`src/bpd_pkg.sv`:
```
// package: register map, field positions and reset values of the bidirectional port block
// Overview of operation
// the block offers eight bidirectional pins, each backed by one direction bit and one latch bit.
// a direction bit of 0 drives the pin from its latch bit; a 1 makes it an input read back through the port register.
// every reset sets all direction bits so that all eight pins come up as inputs.
// each pin has a weak pull-up, and clearing bit 7 of the auxiliary port register switches all of them off.
// a pin set as output never has its pull-up on, whatever the shared enable says.
// reset clears the shared pull-up enable, so every pull-up is off after reset.
// port functions work only while bit 7 of the memory control register disables the memory bus.
// with the memory bus enabled the pins carry the low address/data byte and the direction bits are overridden.
// memory bus activity outranks both port and parallel slave use of the pins.
// the memory bus function exists only when the block is built for the large package.
// setting bit 4 of the parallel port control register makes the pins a parallel slave data port over the port I/O.
// in parallel slave mode a host read sees the latch on the pins, and a host write is taken in from the pins.
// writing the port register loads the latch; reading it gives pin levels, and reading the latch register gives the latch.
package bpd_pkg;
    localparam int unsigned BPD_WIDTH = 8;
    localparam logic [2:0] BPD_ADDR_PORT   = 3'h0;
    localparam logic [2:0] BPD_ADDR_LATCH  = 3'h1;
    localparam logic [2:0] BPD_ADDR_DIR    = 3'h2;
    localparam logic [2:0] BPD_ADDR_AUX    = 3'h3;
    localparam logic [2:0] BPD_ADDR_MEMCTL = 3'h4;
    localparam logic [2:0] BPD_ADDR_PARCTL = 3'h5;
    localparam logic [2:0] BPD_ADDR_PSPIN  = 3'h6;
    localparam int unsigned BPD_PULLUP_BIT  = 7;
    localparam int unsigned BPD_BUSDIS_BIT  = 7;
    localparam int unsigned BPD_PARALLEL_SLAVE_MODE_BIT = 4;
    localparam logic [7:0] BPD_DIR_RESET    = 8'hff;
    localparam logic [7:0] BPD_LATCH_RESET  = 8'h00;
    localparam logic [7:0] BPD_AUX_RESET    = 8'h00;
    localparam logic [7:0] BPD_MEMCTL_RESET = 8'h00;
    localparam logic [7:0] BPD_PARCTL_RESET = 8'h00;
    typedef enum logic [1:0] {
        BPD_OWN_PORT = 2'b00,
        BPD_OWN_PSP  = 2'b01,
        BPD_OWN_BUS  = 2'b11
    } bpd_owner_type;
endpackage

```
`src/bpd_port.sv`:
```
// module: eight-bit bidirectional port with memory bus and parallel slave override
`timescale 1ns/1ps
module bpd_port
    import bpd_pkg::*;
#(
    parameter bit LARGE_PACKAGE = 1'b1
) (
    input  wire logic       clk_i,
    input  wire logic       reset_n_i,
    input  wire logic [2:0] reg_addr_i,
    input  wire logic [7:0] reg_wdata_i,
    input  wire logic       reg_wr_i,
    input  wire logic       reg_rd_i,
    output logic      [7:0] reg_rdata_o,
    input  wire logic [7:0] pin_i,
    output logic      [7:0] pin_o,
    output logic      [7:0] pin_oe_o,
    output logic      [7:0] pin_pullup_o,
    input  wire logic [7:0] bus_addr_data_i,
    input  wire logic       bus_drive_i,
    output logic      [7:0] bus_data_o,
    input  wire logic       host_read_i,
    input  wire logic       host_write_i,
    output logic      [7:0] parallel_slave_data_o,
    output logic            parallel_slave_strobe_o,
    output logic      [1:0] owner_o
);
    // ======================================================================
    // registers
    logic [7:0] port_output_latch_reg;
    logic [7:0] port_direction_reg;
    logic [7:0] aux_port_and_pullup_ctrl_reg;
    logic [7:0] memory_control_reg;
    logic [7:0] parallel_port_control_reg;
    logic [7:0] parallel_slave_data_reg;
    logic [7:0] rdata_next;
    logic [7:0] pin_o_next;
    logic [7:0] pin_oe_next;
    logic [7:0] pullup_next;
    bpd_owner_type owner_next;

    // ======================================================================
    // decode
    wire sel_port   = (reg_addr_i == BPD_ADDR_PORT);
    wire sel_latch  = (reg_addr_i == BPD_ADDR_LATCH);
    wire sel_dir    = (reg_addr_i == BPD_ADDR_DIR);
    wire sel_aux    = (reg_addr_i == BPD_ADDR_AUX);
    wire sel_memctl = (reg_addr_i == BPD_ADDR_MEMCTL);
    wire sel_parctl = (reg_addr_i == BPD_ADDR_PARCTL);
    wire sel_pspin  = (reg_addr_i == BPD_ADDR_PSPIN);

    // memory bus exists only on the large package
    wire bus_enabled = LARGE_PACKAGE && !memory_control_reg[BPD_BUSDIS_BIT];
    wire psp_mode    = parallel_port_control_reg[BPD_PARALLEL_SLAVE_MODE_BIT];
    wire pullup_en   = aux_port_and_pullup_ctrl_reg[BPD_PULLUP_BIT];

    // ======================================================================
    // pin ownership and drive
    always_comb begin
        if (bus_enabled) begin
            owner_next = BPD_OWN_BUS;
        end else if (psp_mode) begin
            owner_next = BPD_OWN_PSP;
        end else begin
            owner_next = BPD_OWN_PORT;
        end
    end

    always_comb begin
        pin_o_next  = 8'h00;
        pin_oe_next = 8'h00;
        pullup_next = 8'h00;
        case (owner_next)
            BPD_OWN_BUS: begin
                // direction bits overridden, bus drives address/data
                pin_o_next  = bus_addr_data_i;
                pin_oe_next = {8{bus_drive_i}};
            end
            BPD_OWN_PSP: begin
                pin_o_next  = port_output_latch_reg;
                pin_oe_next = {8{host_read_i}};
            end
            default: begin
                pin_o_next  = port_output_latch_reg;
                pin_oe_next = ~port_direction_reg;
                pullup_next = port_direction_reg & {8{pullup_en}};
            end
        endcase
    end

    always_comb begin
        if (sel_port) begin
            rdata_next = pin_i;
        end else if (sel_latch) begin
            rdata_next = port_output_latch_reg;
        end else if (sel_dir) begin
            rdata_next = port_direction_reg;
        end else if (sel_aux) begin
            rdata_next = aux_port_and_pullup_ctrl_reg;
        end else if (sel_memctl) begin
            rdata_next = memory_control_reg;
        end else if (sel_parctl) begin
            rdata_next = parallel_port_control_reg;
        end else if (sel_pspin) begin
            rdata_next = parallel_slave_data_reg;
        end else begin
            rdata_next = 8'h00;
        end
    end

    wire psp_capture = (owner_next == BPD_OWN_PSP) && host_write_i;

    // ======================================================================
    // state
    always_ff @(posedge clk_i) begin
        if (!reset_n_i) begin
            port_output_latch_reg        <= BPD_LATCH_RESET;
            port_direction_reg           <= BPD_DIR_RESET;
            aux_port_and_pullup_ctrl_reg <= BPD_AUX_RESET;
            memory_control_reg           <= BPD_MEMCTL_RESET;
            parallel_port_control_reg    <= BPD_PARCTL_RESET;
        end else if (reg_wr_i) begin
            if (sel_port || sel_latch) begin
                port_output_latch_reg <= reg_wdata_i;
            end
            if (sel_dir) begin
                port_direction_reg <= reg_wdata_i;
            end
            if (sel_aux) begin
                aux_port_and_pullup_ctrl_reg <= reg_wdata_i;
            end
            if (sel_memctl) begin
                memory_control_reg <= reg_wdata_i;
            end
            if (sel_parctl) begin
                parallel_port_control_reg <= reg_wdata_i;
            end
        end
    end

    always_ff @(posedge clk_i) begin
        if (!reset_n_i) begin
            parallel_slave_data_reg <= 8'h00;
            parallel_slave_strobe_o <= 1'b0;
        end else begin
            if (psp_capture) begin
                parallel_slave_data_reg <= pin_i;
            end
            parallel_slave_strobe_o <= psp_capture;
        end
    end

    always_ff @(posedge clk_i) begin
        if (!reset_n_i) begin
            reg_rdata_o  <= 8'h00;
            pin_o        <= 8'h00;
            pin_oe_o     <= 8'h00;
            pin_pullup_o <= 8'h00;
            bus_data_o   <= 8'h00;
            owner_o      <= BPD_OWN_PORT;
        end else begin
            reg_rdata_o  <= reg_rd_i ? rdata_next : 8'h00;
            pin_o        <= pin_o_next;
            pin_oe_o     <= pin_oe_next;
            pin_pullup_o <= pullup_next;
            bus_data_o   <= bus_enabled ? pin_i : 8'h00;
            owner_o      <= owner_next;
        end
    end

    assign parallel_slave_data_o = parallel_slave_data_reg;
endmodule

```
`config.mk`:
```
export PLATFORM = sky130hd
export DESIGN_NAME = bpd_port
export DESIGN_NICKNAME = d
export VERILOG_FILES = /design/src/bpd_pkg.sv /design/src/bpd_port.sv
export SDC_FILE = /design/constraint.sdc
export NUM_CORES = 1
export LEC_CHECK = 0
export CORE_MARGIN = 1.5
export CORE_UTILIZATION = 45
export CTS_CLUSTER_SIZE = 24
export DETAILED_ROUTE_END_ITERATION = 10
export DONT_BUFFER_PORTS = 1
export REMOVE_ABC_BUFFERS = 1
export SYNTH_ARGS = -nofsm -noshare
export SYNTH_HDL_FRONTEND = slang
export SYNTH_SLANG_ARGS = --single-unit
```
`constraint.sdc`:
```
create_clock -name clk_i -period 1.3 [get_ports clk_i]
set_input_delay 0.195 -clock clk_i [delete_from_list [all_inputs] [get_ports clk_i]]
set_output_delay 0.195 -clock clk_i [all_outputs]
set_load 0.05 [all_outputs]
```
==> reports/results.ini, run 1 <==
[grt]
antenna_found_initial = 0
gr-usage-all-layers_pct = 22.9
globalRoute.totalOverflow = 0
first_global_vias = 2752
grt_first_pass_wirelength_mm = 14.9
grt_start_max_net_pins = 59

[worst_setup_path]
timing.critical_path.from_type = primary input
timing.critical_path.slowest_stage_cell = dlygate4sd3_1
critPathKind = in2reg
crit_fanout = 46
cp.required_ns = 1.56
critical_path_capture_point_type = register
ff2ff_setup_slack_ns = 0.10
critical_path_buf_inv_count = 1
data_arrival_time_at_the_worst_slack_endpoint_ns = 1.48
crit_path_cell_trace = and4bb_4 -> mux2i_1 -> nand2_1 -> dlygate4sd3_1
largest_stage_delay_worst_path_ns = 0.55
setup.worst_path.start = reg_addr_i[0]
launch_point_of_the_worst_reg_to_reg_path = port_direction_reg[7]$_SDFFE_PN1P_
crit_family = buffers and inverters

[synthesis]
synth.lib_cells_used.distinct = 37
seq_area_frac_synth_pct = 49.1
ys_async_sr_fraction_pct = 0
yosys_register_bits = 91
synthesis.area_um2 = 3710
yosysTopAreaCell = dfxtp_1
synth_mux_area_share_pct = 12.9
synth-edff-count = 0
synth_top_family_by_area = simple AND/OR/NAND/NOR gates
synth_simple_gate_area_share_pct = 20.7
synthesis.instances = 371
synth.yosys.warnings = 0
synthDominantCellAreaShare_pct = 49.1
synthXorXnorAreaFrac_pct = 0
synthAdderAreaFrac_pct = 0
synth_top_flop_cell = dfxtp_1
synth-compound-area-share_pct = 13.0
syn_avg_cell_area_um2 = 10.0
netlist_top_cells_area = dfxtp_1 49%, mux2i_1 11%, nand2_1 5.8%, a21boi_0 5.5%, nor2b_1 4.6%

[timing]
maxSlewViolCount = 0
final.min_clock_period_ns = 1.22
hold_ws_ns = 0.00651
report.final.hold_viol_count = 0
period_share_pct = 94.1
total_of_endpoints_with_negative_setup_slack_in_the_final_report = 0
max_clock_freq_mhz = 817
tightestPinTransition_ns = 0.511
rsz_0062_raised_after_global_routing = no
clock_skew_ns = 0.00889
timing.max_slew.rel_slack_pct = 65.9

[pwr]
fin_total_pwr_uw = 5500
powerDensity_nw_per_um2 = 1290
vdd.ir_drop.worst_mv = 0.694
power.static_leakage_uw = 0.00160

[drt]
wl_per_cell_um = 19.1
number_of_remaining_drc_errors = 0
finalWirelength_mm = 9.60
drt_iter0_markers = 88
antenna_violating_nets_post_route = 0
routed-via-count = 2768
vias_per_cell = 5.51
1st_pass_router_iterations = 4

[place]
post_dp_cell_area_um2 = 3820
io_port_bufs = 0
hpwlAfterDp_mm = 5.98
routabilityCongestion = 0.863
dpl.cell_count = 464

[cts]
numCtsBuffers = 9
clock_network_latency_to_the_later_pin_of_the_worst_skew_pair_ns = 0.36
postCtsSetupBuffers = 0
cts_htree_levels = 3
tritoncts = built
clkSinkCount = 91
cts_root_buffer = clkbuf_8
clock_tree.buffer_depth = 2
clock_slew_seen_by_the_registers_of_the_worst_setup_and_hold_paths_ns = 0.10

[floorplan]
die-width_um = 93.8
num_rows = 32
die_area_um2 = 8790
top_level_ports = 85
floorplan.core_area_um2 = 7850
floorplan.initialDensity_pct = 47.3
die-height_um = 93.8

[cells_and_area]
insertedDiodeCount = 0
nNetsFinal = 429
layout_common_cells = 90 x dfxtp_1, 57 x nand2_1, 40 x mux2i_1
final_cell_area_um2 = 4270
syn2layout_area_growth_pct = 15.2
fillerInstances = 716
drive_gt1_share_pct = 13.3
layoutNonFillerInstCount = 502
most_frequent_standard_cell_in_the_layout_excluding_fill_and_tap_cells = dfxtp_1

[hold_path]
min_path_type = in2reg
worstHoldStart = bus_addr_data_i[1]

[run]
drv.max_cap_violation_count = 0

[run_status]
result_of_the_run = finished, final reports clean

## layout make-up
class | count | area, um2 | area share [%]
multi-input cells | 252 | 1740 | 40.8
well taps | 102 | 128 | 2.99
inverters | 1 | 3.75 | 0.0878
clock inverters | 6 | 72.6 | 1.70
flip-flops and latches | 91 | 1820 | 42.7
repair buffers | 40 | 365 | 8.55
clock buffers | 10 | 138 | 3.22
## timing repair
item,CTS,global route
resized for setup,1,4
endpoints found under the hold margin,66,0
hold buffers,22,0
endpoints found under the setup margin,8,17
## per-stage QoR
stage / util (%) / setup WS (ns) / setup TNS (ns)
5_1_grt: 54.5 / 0.0438 / 0
3_5_place_dp: 48.7 / -0.0344 / -0.159
6_report: 54.5 / 0.0761 / 0
2_1_floorplan: - / -0.245 / -1.96
4_1_cts: 54.3 / 0.0181 / 0
3_3_place_gp: 48.7 / 0.0581 / 0
## cells by family after synthesis
group	count (synthesis)
AND/OR/NAND/NOR	138
flip-flops	91
AO/OA/AOI/OAI	68
multiplexers	46
buffers and inverters	28
## cell usage after synthesis (all sizes together), types with 8 or more instances
| master | n |
|---|---|
| dfxtp | 91 |
| nand2 | 57 |
| mux2i | 40 |
| nor2b | 28 |
| a21boi | 27 |
| buf | 15 |
| o21ai | 15 |
| clkbuf | 12 |
| and3 | 11 |
| and2 | 10 |
| nand2b | 8 |
| o22ai | 8 |
## worst paths after layout
check,to,depth (start not counted)
setup reg to reg,port_direction_reg[7]$_SDFFE_PN1P_,3
hold reg to reg,aux_port_and_pullup_ctrl_reg[5]$_SDFFE_PN0P_,2
setup / recovery,port_direction_reg[7]$_SDFFE_PN1P_,4
hold / removal,pin_o[1]$_SDFF_PN0_,2
## power breakdown
part | total, uW | leakage, uW | internal, uW | switching, uW
clock network | 2040 | 0.000103 | 963 | 1080
registers | 3100 | 0.000743 | 2870 | 231
logic | 359 | 0.000752 | 198 | 161
total | 5500 | 0.00160 | 4030 | 1470
## layer usage
layer | global-route usage, % | vias to the layer above | share of wire (%)
met5 | 0 | - | 0
met4 | 10.1 | 0 | 2.7
met3 | 4.53 | 24 | 5.9
met2 | 38.0 | 98 | 48
met1 | 28.6 | 1314 | 43
li1 | - | 1332 | -
Power figures use the tool's default switching activity.
==> inputs of run 2 (changes only) <==
CORE_ASPECT_RATIO = 0.7   (was unset)
HOLD_SLACK_MARGIN = 0.1   (was unset)
==> run 2 against run 1 <==
  * Register-to-register slack gained 0.05 ns
  * Clock skew fell by 0.0045 ns
  * Routed wire length shrank 0.12%
  * Cell count up 0.80%
  * Clock power rose by 28%
  * Highest routed layer unchanged
==> reports/results.ini, run 2 (same netlist as run 1, synthesis figures left out) <==
[place]
routabilityCongestion = 0.750  ; -13%
io_port_bufs = 0  ; unchanged
hpwlAfterDp_mm = 6.07  ; +1.6%
dpl.cell_count = 461  ; -0.65%
dp_worst_setup_slack_ns = -0.00796  ; +0.0265 ns

[drt]
finalWirelength_mm = 9.59  ; -0.12%
maxUsedRoutingLayer = met4
met1_length_mm = 4.75  ; +15%
number_of_remaining_drc_errors = 0  ; unchanged
routed-via-count = 2768  ; unchanged
vias_per_cell = 5.47  ; -0.79%
route.met2.wl_mm = 3.97  ; -15%
drt_iter0_markers = 241  ; +170%
sum_of_met3_wire_segment_lengths_after_detailed_routing_um = 698  ; +23%
antenna_violating_nets_post_route = 0  ; unchanged
wl_per_cell_um = 19.0  ; -0.91%
1st_pass_router_iterations = 4  ; unchanged

[timing]
period_share_pct = 90.2  ; -4.0 points
total_of_endpoints_with_negative_setup_slack_in_the_final_report = 0  ; unchanged
clock_skew_ns = 0.00435  ; -0.00454 ns
hold_ws_ns = 0.116  ; +0.109 ns
timing.max_slew.rel_slack_pct = 66.3  ; +0.39 points
final.min_clock_period_ns = 1.17  ; -0.0515 ns
max_clock_freq_mhz = 853  ; +4.4%
rsz_0062_raised_after_global_routing = no
tightestPinTransition_ns = 0.505  ; -0.00587 ns
fin_ws_ns = 0.128  ; +0.0515 ns
setup-tns-final_ns = 0  ; unchanged
maxSlewViolCount = 0  ; unchanged
report.final.hold_viol_count = 0  ; unchanged

[floorplan]
num_rows = 27  ; -16%
die-width_um = 112  ; +19%
floorplan.core_area_um2 = 7940  ; +1.2%
floorplan.initialDensity_pct = 46.7  ; -0.54 points
die_area_um2 = 8800  ; +0.10%
die-height_um = 79.0  ; -16%
top_level_ports = 85  ; unchanged

[cts]
numCtsBuffers = 9  ; unchanged
clock_network_latency_to_the_later_pin_of_the_worst_skew_pair_ns = 0.34  ; -0.02 ns
clock_slew_seen_by_the_registers_of_the_worst_setup_and_hold_paths_ns = 0.06  ; -0.04 ns
tritoncts = built
postCtsSetupBuffers = 0  ; unchanged
cts_htree_levels = 3  ; unchanged
cts_root_buffer = clkbuf_16
clock_tree.buffer_depth = 2  ; unchanged
clkSinkCount = 91  ; unchanged

[pwr]
power.switching_uw = 1490  ; +1.2%
power_frac_comb_pct = 6.3  ; -0.2 points
vdd.ir_drop.worst_mv = 1.02  ; +47%
cellInternalPower_uw = 4630  ; +15%
power.switching_fraction_pct = 24.3  ; -2.4 points
share_seq_of_total_power_pct = 50.8  ; -5.6 points
powerDensity_nw_per_um2 = 1380  ; +7.5%
power.static_leakage_uw = 0.00166  ; +3.7%
power_frac_clock_pct = 42.9  ; +5.8 points

[cells_and_area]
postLayoutCoreUtil_pct = 55.7  ; +1.2 points
layoutNonFillerInstCount = 506  ; +0.80%
most_frequent_standard_cell_in_the_layout_excluding_fill_and_tap_cells = dfxtp_1
drive_gt1_share_pct = 12.1  ; -1.1 points
layout_common_cells = 90 x dfxtp_1, 57 x nand2_1, 40 x mux2i_1
nNetsFinal = 433  ; +0.93%
syn2layout_area_growth_pct = 19.2

[worst_setup_path]
critical_path_capture_point_type = primary output
critPathKind = reg2out
cp.required_ns = 1.11  ; -0.45 ns
timing.critical_path.from_type = register
crit_fanout = 1  ; -98%
data_arrival_time_at_the_worst_slack_endpoint_ns = 0.98  ; -0.50 ns

[hold_path]
min_path_type = in2reg

[run]
drv.max_cap_violation_count = 0  ; unchanged

[grt]
grt_start_max_net_pins = 60  ; +1.7%
antenna_found_initial = 1  ; +1
gr-usage-all-layers_pct = 22.4  ; -0.43 points
grt_first_pass_wirelength_mm = 14.8  ; -0.74%
first_global_vias = 2540  ; -7.7%
globalRoute.totalOverflow = 0  ; unchanged

[run_status]
result_of_the_run = finished, final reports clean

run 2: what timing repair did:
action / in CTS / in global routing
pin swaps: 0 / 1
endpoints found under the hold margin: 80 / 1
endpoints found under the setup margin: 8 / 10
hold buffers: 27 / 1
resized for setup: 1 / 2
run 2: final timing paths:
kind                                                      from  slack [ns]  depth (start not counted)                                           end
setup / recovery                     reg_rdata_o[0]$_SDFF_PN0_        0.13                          0                                reg_rdata_o[0]
hold / removal                                   reg_addr_i[2]        0.12                          2                     reg_rdata_o[2]$_SDFF_PN0_
setup reg to reg     parallel_port_control_reg[4]$_SDFFE_PN0P_        0.15                          3                     reg_rdata_o[4]$_SDFF_PN0_
hold reg to reg   aux_port_and_pullup_ctrl_reg[4]$_SDFFE_PN0P_        0.46                          2  aux_port_and_pullup_ctrl_reg[4]$_SDFFE_PN0P_
run 2: power by group through the flow:
stage | Clock (uW) | Combinational [uW] | Sequential [uW]
after global routing | 2790 | 422 | 3110
after global placement | 0 | 249 | 3170
after CTS | 2670 | 379 | 3100
after detailed placement | 0 | 254 | 3170
final | 2620 | 385 | 3100
after floorplan | 0 | 202 | 3150
run 2: stage by stage:
stage / cell area, um2 / total power [uW]
floorplan: 3560 / 3360
global placement: 3810 / 3420
detailed placement: 3810 / 3420
CTS: 4400 / 6160
global route: 4420 / 6320
finish: 4420 / 6110
run 2: final cells by class:
class                           instances  area (um2)
Antenna cell                            1        2.50
Inverter                                1        3.75
Timing Repair Buffer                   44         423
Clock buffer                           11         243
Fill cell                             712        3520
Sequential cell                        91        1820
Tap cell                              101         126
Clock inverter                          5        62.6
Multi-Input combinational cell        252        1740
run 2: layer usage:
layer  up-vias  track usage, %
li1       1342               -
met1      1335            32.4
met2        79            31.0
met3        12            7.25
met4         0            8.10
met5         -               0
